[src/inc/msl_pkg.sv]
// constants and types shared by the motion state linker
package msl_pkg;
  // detector operation select field
  localparam logic [1:0] MSL_MODE_DEFAULT = 2'h0;
  localparam logic [1:0] MSL_MODE_LINKED  = 2'h1;
  localparam logic [1:0] MSL_MODE_LOOP    = 2'h2;
  localparam logic [1:0] MSL_MODE_RST     = MSL_MODE_DEFAULT;
  // event channel positions
  localparam int unsigned MSL_CH_ACT   = 0;
  localparam int unsigned MSL_CH_INACT = 1;
  localparam int unsigned MSL_NUM_CH   = 2;
  // reset values
  localparam logic MSL_AWAKE_RST = 1'h1;
  localparam logic MSL_WAKE_RST  = 1'h0;
  // which detector the linked sequence is waiting on, one-hot
  typedef enum logic [1:0] {
    MSL_SEEK_ACT   = 2'h1,
    MSL_SEEK_INACT = 2'h2
  } msl_phase_t;
endpackage

[src/inc/msl_evt_if.sv]
// event channel bundle between the linker and its pending-event holder
`timescale 1ns/1ps
`default_nettype none
interface msl_evt_if;
  logic [1:0] detect;
  logic [1:0] clear;
  logic [1:0] pend;
  logic [1:0] done;
  modport ctrl (output detect, output clear, input pend, input done);
  modport hold (input detect, input clear, output pend, output done);
endinterface
`default_nettype wire

[src/core/msl_event_hold.sv]
// pending flags for the activity and inactivity events
`timescale 1ns/1ps
`default_nettype none
module msl_event_hold
  import msl_pkg::*;
(
  // clock and reset
  input  wire logic sys_clk,
  input  wire logic sys_rst,
  // event channels
  msl_evt_if.hold   ev
);
  typedef struct packed {
    logic [1:0] pend;
  } msl_hold_t;

  msl_hold_t st;
  msl_hold_t next_st;

  // a clear only removes what was pending; a new detection wins
  always_comb begin
    next_st = st;
    next_st.pend = ev.detect | (st.pend & ~ev.clear);
  end

  // serviced pulse when a pending event is cleared
  assign ev.pend = st.pend;
  assign ev.done = st.pend & ev.clear;

  // state register
  always_ff @(posedge sys_clk) begin
    if (sys_rst) begin
      st <= '0;
    end else begin
      st <= next_st;
    end
  end

  // event stays pending until its clear
  a_pend_hold: assert property (@(posedge sys_clk) disable iff (sys_rst)
    st.pend[0] && !ev.clear[0] |=> st.pend[0])
    else $error("pending event lost without clear");
endmodule
`default_nettype wire

[src/core/msl_linker.sv]
// activity/inactivity linking, awake flag and autosleep control
`timescale 1ns/1ps
`default_nettype none
// How it works
// - detectors run only once the host has enabled each of them
// - default mode runs both; an event stays pending until host reads status
// - linked: one detector at a time; after activity only inactivity runs
// - linked: after inactivity the device is stationary and seeks activity
// - linked: activity first after reset; next detector waits for service
// - awake flag is one after reset
// - awake clears on serviced inactivity, sets on serviced activity
// - loop mode alternates like linked but clears events by itself
// - loop: awake set on entering measurement, held until act then inact
// - autosleep: wake-up mode on serviced inactivity, measure on activity
// - autosleep is ignored in default mode
// - autosleep is blocked while low noise operation is selected
// - awake level can be routed to either interrupt pin
// - sample buffer stops in wake-up mode and while autosleep is active
// - referenced linked: activity reference reloads when seeking activity
module msl_linker
  import msl_pkg::*;
(
  // clock and reset
  input  wire logic       sys_clk,
  input  wire logic       sys_rst,
  // host configuration
  input  wire logic [1:0] mode_sel,
  input  wire logic       act_en,
  input  wire logic       inact_en,
  input  wire logic       act_ref,
  input  wire logic       inact_ref,
  input  wire logic       autosleep_en,
  input  wire logic       low_noise,
  input  wire logic       fifo_en,
  input  wire logic       irq1_awake,
  input  wire logic       irq2_awake,
  // host actions
  input  wire logic       status_read,
  input  wire logic       measure_start,
  // detector results
  input  wire logic       act_detect,
  input  wire logic       inact_detect,
  // detector control
  output logic            act_run,
  output logic            inact_run,
  output logic            act_ref_load,
  output logic            inact_ref_load,
  // status
  output logic            act_event,
  output logic            inact_event,
  output logic            awake,
  output logic            wake_mode,
  output logic            fifo_run,
  // interrupt pins
  output logic            first_irq_pin,
  output logic            second_irq_pin
);
  import msl_pkg::*;

  typedef struct packed {
    msl_phase_t phase;
    logic       awake;
    logic       wake_mode;
    logic       act_run;
    logic       inact_run;
    logic       fifo_run;
    logic       act_ref_load;
    logic       inact_ref_load;
    logic       irq1;
    logic       irq2;
  } msl_state_t;

  msl_state_t st;
  msl_state_t next_st;
  msl_evt_if  ev ();

  logic       linked;
  logic       loop_md;
  logic       as_eff;
  logic [1:0] pend_left;
  logic       seek_act;

  // pending-event holder
  msl_event_hold u_hold (
    .sys_clk (sys_clk),
    .sys_rst (sys_rst),
    .ev      (ev.hold)
  );

  // mode decode; the unused code behaves as default
  assign loop_md = (mode_sel == MSL_MODE_LOOP);
  assign linked  = (mode_sel == MSL_MODE_LINKED) || loop_md;
  assign as_eff  = autosleep_en && linked && !low_noise;

  // detections count only while their detector runs
  assign ev.detect[MSL_CH_ACT]   = act_detect && st.act_run;
  assign ev.detect[MSL_CH_INACT] = inact_detect && st.inact_run;

  // loop clears by itself, otherwise the status read clears
  assign ev.clear = loop_md ? ev.pend : {2{status_read}};

  assign pend_left = ev.pend & ~ev.done;

  // next state of the linker
  always_comb begin
    next_st = st;
    // phase of the alternation
    if (!linked) begin
      next_st.phase = MSL_SEEK_ACT;
    end else if (loop_md && measure_start) begin
      next_st.phase = MSL_SEEK_ACT;
    end else if (ev.done[MSL_CH_ACT]) begin
      next_st.phase = MSL_SEEK_INACT;
    end else if (ev.done[MSL_CH_INACT]) begin
      next_st.phase = MSL_SEEK_ACT;
    end
    // awake flag
    if (loop_md && measure_start) begin
      next_st.awake = 1'h1;
    end else if (ev.done[MSL_CH_ACT]) begin
      next_st.awake = 1'h1;
    end else if (ev.done[MSL_CH_INACT]) begin
      next_st.awake = 1'h0;
    end
    // autosleep between wake-up and measurement
    if (!as_eff) begin
      next_st.wake_mode = 1'h0;
    end else if (ev.done[MSL_CH_ACT]) begin
      next_st.wake_mode = 1'h0;
    end else if (ev.done[MSL_CH_INACT]) begin
      next_st.wake_mode = 1'h1;
    end
    // detector enables; linked waits for service before switching
    seek_act = (next_st.phase == MSL_SEEK_ACT);
    next_st.act_run = act_en &&
      (!linked || (seek_act && pend_left == 2'h0));
    next_st.inact_run = inact_en &&
      (!linked || (!seek_act && pend_left == 2'h0));
    // sample buffer
    next_st.fifo_run = fifo_en && !next_st.wake_mode && !as_eff;
    // reference reload requests
    next_st.act_ref_load = act_ref && act_en &&
      (measure_start || (linked && ev.done[MSL_CH_INACT]));
    next_st.inact_ref_load = inact_ref && inact_en &&
      (measure_start || ev.detect[MSL_CH_INACT]);
    // interrupt pins carry awake level or pending events
    next_st.irq1 = irq1_awake ? next_st.awake : (pend_left != 2'h0);
    next_st.irq2 = irq2_awake ? next_st.awake : (pend_left != 2'h0);
  end

  // state register; activity is sought first and awake is set
  always_ff @(posedge sys_clk) begin
    if (sys_rst) begin
      st       <= '0;
      st.phase <= MSL_SEEK_ACT;
      st.awake <= MSL_AWAKE_RST;
      st.wake_mode <= MSL_WAKE_RST;
    end else begin
      st <= next_st;
    end
  end

  // outputs
  assign act_run        = st.act_run;
  assign inact_run      = st.inact_run;
  assign act_ref_load   = st.act_ref_load;
  assign inact_ref_load = st.inact_ref_load;
  assign act_event      = ev.pend[MSL_CH_ACT];
  assign inact_event    = ev.pend[MSL_CH_INACT];
  assign awake          = st.awake;
  assign wake_mode      = st.wake_mode;
  assign fifo_run       = st.fifo_run;
  assign first_irq_pin  = st.irq1;
  assign second_irq_pin = st.irq2;

  // checks
  a_run_needs_en: assert property (@(posedge sys_clk) disable iff (sys_rst)
    !act_en |=> !act_run)
    else $error("activity detector runs while disabled");
  a_link_one_run: assert property (@(posedge sys_clk) disable iff (sys_rst)
    linked && $stable(mode_sel) |=> !(act_run && inact_run))
    else $error("both detectors run in linked mode");
  a_act_stops: assert property (@(posedge sys_clk) disable iff (sys_rst)
    linked && ev.done[MSL_CH_ACT] && !measure_start |=> !act_run)
    else $error("activity still sought after serviced activity");
  a_inact_stops: assert property (@(posedge sys_clk) disable iff (sys_rst)
    linked && ev.done[MSL_CH_INACT] |=> !inact_run)
    else $error("inactivity still sought after serviced inactivity");
  a_awake_sets: assert property (@(posedge sys_clk) disable iff (sys_rst)
    ev.done[MSL_CH_ACT] |=> awake)
    else $error("awake not set after serviced activity");
  a_awake_clears: assert property (@(posedge sys_clk) disable iff (sys_rst)
    ev.done[MSL_CH_INACT] && !ev.done[MSL_CH_ACT]
      && !(loop_md && measure_start) |=> !awake)
    else $error("awake not cleared after serviced inactivity");
  a_loop_autoclr: assert property (@(posedge sys_clk) disable iff (sys_rst)
    loop_md && act_event && !ev.detect[MSL_CH_ACT] |=> !act_event)
    else $error("loop mode did not clear activity event");
  a_loop_awake: assert property (@(posedge sys_clk) disable iff (sys_rst)
    loop_md && measure_start |=> awake ##1 awake)
    else $error("awake not held on entering measurement in loop");
  a_sleep_on_inact: assert property (@(posedge sys_clk) disable iff (sys_rst)
    as_eff && ev.done[MSL_CH_INACT] && !ev.done[MSL_CH_ACT]
      |=> wake_mode)
    else $error("autosleep did not enter wake-up mode");
  a_sleep_ignored: assert property (@(posedge sys_clk) disable iff (sys_rst)
    !linked || low_noise |=> !wake_mode)
    else $error("wake-up mode entered while autosleep unusable");
  a_fifo_stopped: assert property (@(posedge sys_clk) disable iff (sys_rst)
    wake_mode |-> !fifo_run)
    else $error("sample buffer runs in wake-up mode");
  a_irq_awake: assert property (@(posedge sys_clk) disable iff (sys_rst)
    irq1_awake |=> first_irq_pin == awake)
    else $error("first interrupt pin does not follow awake");
  a_ref_reload: assert property (@(posedge sys_clk) disable iff (sys_rst)
    linked && act_ref && act_en && ev.done[MSL_CH_INACT]
      |=> act_ref_load)
    else $error("activity reference not reloaded");
endmodule
`default_nettype wire

[config.mk]
export PLATFORM = sky130hd
export DESIGN_NAME = msl_linker
export DESIGN_NICKNAME = d
export VERILOG_FILES = /design/src/inc/msl_pkg.sv /design/src/inc/msl_evt_if.sv /design/src/core/msl_event_hold.sv /design/src/core/msl_linker.sv
export SDC_FILE = /design/constraint.sdc
export NUM_CORES = 1
export LEC_CHECK = 0
export BUFFER_PORTS_ARGS = -buffer_cell sky130_fd_sc_hd__buf_2
export CAP_MARGIN = 10
export CORE_AREA = 5 5 42 44
export DETAILED_ROUTE_END_ITERATION = 10
export DIE_AREA = 0 0 47 49
export PLACE_DENSITY = 0.76
export REMOVE_ABC_BUFFERS = 1
export SLEW_MARGIN = 0
export SYNTH_ARGS = -nofsm -noshare
export SYNTH_HDL_FRONTEND = slang
export SYNTH_SLANG_ARGS = --single-unit
[constraint.sdc]
create_clock -name sys_clk -period 2.2 [get_ports sys_clk]
set_input_delay 0.22 -clock sys_clk [delete_from_list [all_inputs] [get_ports sys_clk]]
set_output_delay 0.22 -clock sys_clk [all_outputs]
set_load 0.02 [all_outputs]
# [Word level (Yosys, flattened, before mapping)]
# Cells that the tools add are included.
[word_totals] regBits=13 elab_cells=61 output_inout_bits=11 input_bits=17
[op_classes] bitwise_logic=6 n_reduce_logical=28 muxes=13 n_eq_ne=3
[op_table] operator="logical AND 1 bit" count=16
[op_table] operator="2-to-1 mux 2 bit" count=5
[op_table] operator="2-to-1 mux 1 bit" count=8
[op_table] operator="AND 2 bit" count=3
[op_table] operator="zero test 1 bit" count=5
[op_table] operator="logical OR 1 bit" count=5
[op_table] operator="equality test 2 x 1 -> 1 bit, second input constant" count=2
[op_table] operator="inverter 2 bit" count=2
[op_table] operator="equality test 2 bit, second input constant" count=1
[op_table] operator="zero test 2 bit" count=1
[op_table] operator="OR 2 bit" count=1
[op_table] operator="nonzero test 2 bit" count=1

# [Depth between registers and ports, before layout]
[logic_depth] word_depth=12 mapped_depth=5 mapped_depth_nobuf=5

# [Cells and area by module]
# A second synthesis with hierarchy kept.
[hier_totals] cells_unflattened=63 hier_area_um2=570.5
[modules_own_cells] mod="msl_linker" instances=1 area_each_um2=485.5 seq_area_each_um2=220.2 cells_per_inst=53
[modules_own_cells] mod="msl_event_hold" instances=1 area_each_um2=85.1 seq_area_each_um2=40.0 cells_per_inst=10

# [Least setup slack after synthesis]
# OpenSTA, ideal clock, no wires.
[synth_path] path_type="input to register" from="in mode_sel[0]" to="reg st (netlist bit first_irq_pin)" path_slack_ps=1021 path_buffers=0 required_ps=2069 arrival_ps=1048 setup_time_ps=131 path_stages=5 path_cell_list="inv_1 -> ha_1 -> o21a_2 -> a221oi_2 -> a211oi_1"
[synth_between] elab_chain_len=7 word_cells_on_any_way=11 cone_classes="eq/ne: 1; mux: 5; bitwise: 3; reduce/logical: 2"
[synth_rtl] item="from (decl)" line="msl_linker.sv:27" rtl="input wire logic [1:0] mode_sel,"
[synth_rtl] item="equality test 2 bit *" line="msl_linker.sv:91" rtl="assign loop_md = (mode_sel == MSL_MODE_LOOP);"
[synth_rtl] item="2-to-1 mux 2 bit" line="msl_linker.sv:100" rtl="assign ev.clear = loop_md ? ev.pend : {2{status_read}};"
[synth_rtl] item="AND 2 bit" line="msl_event_hold.sv:28" rtl="assign ev.done = st.pend & ev.clear;"
[synth_rtl] item="2-to-1 mux 1 bit / inverter 2 bit (equally long branches)" line="msl_linker.sv:122, msl_linker.sv:102"
[synth_rtl] item="2-to-1 mux 1 bit / AND 2 bit (equally long branches)" line="msl_linker.sv:120, msl_linker.sv:102"
[synth_rtl] item="2-to-1 mux 1 bit / nonzero test 2 bit (equally long branches)" line="msl_linker.sv:118, msl_linker.sv:147"
[synth_rtl] item="2-to-1 mux 1 bit *" line="msl_linker.sv:147" rtl="next_st.irq1 = irq1_awake ? next_st.awake : (pend_left != 2'h0);"
[synth_rtl] item="to (signal assigned)" line="msl_linker.sv:159" rtl="st <= next_st;"
[synth_rtl] item="to (decl)" line="msl_linker.sv:73" rtl="msl_state_t st;"
# Every way passes the cells marked *; elsewhere a longest branch is shown, timed or not.
# A chain may end at the register's enable or synchronous reset.

# [Worst setup path after layout]
[layout_path] from="reg u_hold.st (netlist bit u_hold.ev.pend[0])" to="out act_event"
[layout_lines] item="from (decl)" line="msl_event_hold.sv:17" rtl="msl_hold_t st;"
[layout_lines] item="from (signal assigned)" line="msl_event_hold.sv:35" rtl="st <= next_st;"
[layout_lines] item="to (decl)" line="msl_linker.sv:49" rtl="output logic act_event,"
# No word-level cell between the ends.

==> metrics.yaml <==
power_and_ir_drop:
  total_power_uw: 465
  p_per_area_nw_per_um2: 651
  irDropWorstVdd_mv: 0.370
  leakage_uw: 0.000330
floorplanning:
  die_w_um: 47
  die_y_um: 49
  initial_core_util_pct: 38.3
  ioPinCount: 28
  num_rows: 14
  dieArea_sq_um: 2300
  core_sq_um: 1400
clocking:
  clock_path_buffers: 2
  tritoncts: "yes"
  path_clk_slew_ns: 0.08
  cts_buffers: 3
  insertion_delay_ns: 0.27
  cts_resized: 0
  htreeDepth: 1
  clock_sinks: 13
  cts_hold_buf: 0
  post_cts_buffers: 0
  root_buffer: "clkbuf_4"
sta:
  setup-violations-final: 0
  slew_headroom_pct: 80.7
  skew_ns: 0.00268
  worst_pin_slew_ns: 0.289
  hold_violations: 0
  final_max_slew_viol_count: 0
  fmax_ghz: 0.871
  timing.hold.ws_ns: 0.134
  min_period_over_period_pct: 52.2
  timing.final.ws_setup_ns: 1.05
  min_period_ns: 1.15
  rsz0062_at_grt: "false"
  tns_ns: 0
global_route:
  track_usage_pct: 12.0
  grt_overflow: 0
  antenna_found_initial: 0
  grt_pass1_wl_um: 2080
  grt_pass1_vias: 523
  grt_max_degree: 13
final_layout:
  flow.area_growth_from_synthesis_pct: 33.1
  drive_gt1_share_pct: 37.9
  antennaDiodeCount: 0
  fillers: 146
  nets: 106
critical_path:
  worstPathBufferInverterCount: 1
  worst-path-stages: 1
  worst-setup-path-type: "flop to primary output"
  required_ns: 1.98
  ff2ff_path_depth: 3
  slowest_stage: "dfxtp_1"
  crit_start: "u_hold.ev.pend[0]"
  max_stage_delay_ns: 0.45
  reg2reg_slack_ns: 1.12
  crit_fanout: 7
  timing.critical_path.to: "act_event"
  worstPathCellList: "buf_2"
  cp-end-kind: "primary output"
  critPathTopFamily: "flip-flops"
  cp_data_arrival_time_ns: 0.93
  worstReg2RegEnd: "first_irq_pin"
  cp-start-kind: "flop"
  r2r-start: "u_hold.ev.pend[1]"
worst_hold_path:
  hold_path_class: "input port to flop"
synth:
  synth_cell_type_count: 25
  synth_area_sq_um: 537
  yosysSeqAreaShare_pct: 48.5
  yosysWarnings: 0
  syn-mean-instance-area_sq_um: 9.42
  synth-async-reset-ratio_pct: 0
  synthCells: 57
  synth-edff-count: 0
  synth_seq_cells: 13
  synth-main-ff-cell: "dfxtp_1"
drt:
  wl_um: 1260
  drt_iter0_drc: 5
  via_count: 541
  wl_per_cell_um: 12.2
  drc_errors: 0
  antenna_left: 0
  drtPass1Iterations: 4
  vias_per_cell: 5.25
placed_design:
  post-place-ws_ns: 0.837
  post-dp-hpwl_um: 982
  portBuffers: 27
  gp_congestion: 0.874
outcome:
  status: "finished clean"
run:
  maxCapViolCount: 0
-- placed cells by master, fill, tap and decap left out, types with 2 or more instances in the layout --
cell type	count
buf_2	27
nand2_1	4
a21oi_1	7
nor2_1	6
dfxtp_1	13
nand3b_1	2
a22oi_1	2
a211oi_1	2
clkbuf_4	3
nor3b_1	3
o21ai_0	2
-- power by group --
| part | internal [uW] | leakage (uW) | switching, uW |
|---|---|---|---|
| combinational | 31.1 | 0.000208 | 40.9 |
| clock | 70.2 | 0.0000150 | 73.8 |
| sequential | 244 | 0.000106 | 4.76 |
-- through the flow --
| stage | std cells | area, sq um | utilization [%] |
|---|---|---|---|
| final | 103 | 714 | 51.0 |
| after detailed placement | 99 | 688 | 49.1 |
| after global routing | 103 | 714 | 51.0 |
| after floorplan | 56 | 533 | - |
| after global placement | 99 | 688 | 49.1 |
| after CTS | 103 | 714 | 51.0 |
-- state kept, by name, summed over array words and instances (netlist names) --
| signal | flops |
|---|---|
| first_irq_pin | 1 |
| second_irq_pin | 1 |
| act_ref_load | 1 |
| awake | 1 |
| fifo_run | 1 |
| st | 2 |
| wake_mode | 1 |
| u_hold.ev.pend | 2 |
| inact_run | 1 |
| inact_ref_load | 1 |
| act_run | 1 |
-- routing by layer --
layer | global-route usage [%] | part of all wire (%) | wire [um] | vias to the layer above
met2 | 18.8 | 50 | 628 | 16
met3 | 3.32 | 7.7 | 97 | 4
met1 | 15.2 | 41 | 513 | 251
li1 | - | - | - | 270
met5 | 0 | 0 | 0 | -
met4 | 4.15 | 1.7 | 21 | 0
-- cells in the mapped netlist (all sizes together) (2+ instances only) --
library cell / number / area [sq um]
a21oi: 7 / 35.0
nor2: 6 / 22.5
o21a: 2 / 16.3
dfxtp: 13 / 260
nand2: 4 / 15.0
nand3b: 2 / 15.0
o21ai: 4 / 23.8
a211oi: 2 / 15.0
nor3b: 3 / 22.5
a22oi: 2 / 15.0
-- worst reg2reg max path: stages, from the launching register on --
cell and delay [ns]:
dfxtp_1 0.43, o21ai_2 0.13, a221oi_2 0.29, a211oi_1 0.11
-- final cells by class --
class	instances	area [sq um]	area share, %
multi-input cells	42	269	37.7
inverters	1	3.75	0.525
flip-flops and latches	13	260	36.4
clock buffers	4	26.3	3.68
well taps	16	20.0	2.80
repair buffers	27	135	18.9
-- worst min path at each step --
| stage | start | to | slack, ns | cells past startpoint |
|---|---|---|---|---|
| floorplan | sys_rst | u_hold.ev.pend[0] | 0.29 | 1 |
| global placement | irq1_awake | first_irq_pin | 0.42 | 2 |
| detailed placement | irq2_awake | second_irq_pin | 0.42 | 2 |
| CTS | irq2_awake | second_irq_pin | 0.13 | 2 |
| global route | irq2_awake | second_irq_pin | 0.14 | 2 |
| finish | irq2_awake | second_irq_pin | 0.13 | 2 |
-- logic make-up after synthesis --
logic type / after synthesis / synth area share, %
and+or+nand+nor: 20 / 21.0
DFF: 13 / 48.5
AOI/OAI and AO/OA: 21 / 26.8
adders and majority gates: 1 / 2.33
buffers and inverters: 2 / 1.40
Note: power is estimated with default switching activity, not from simulation.
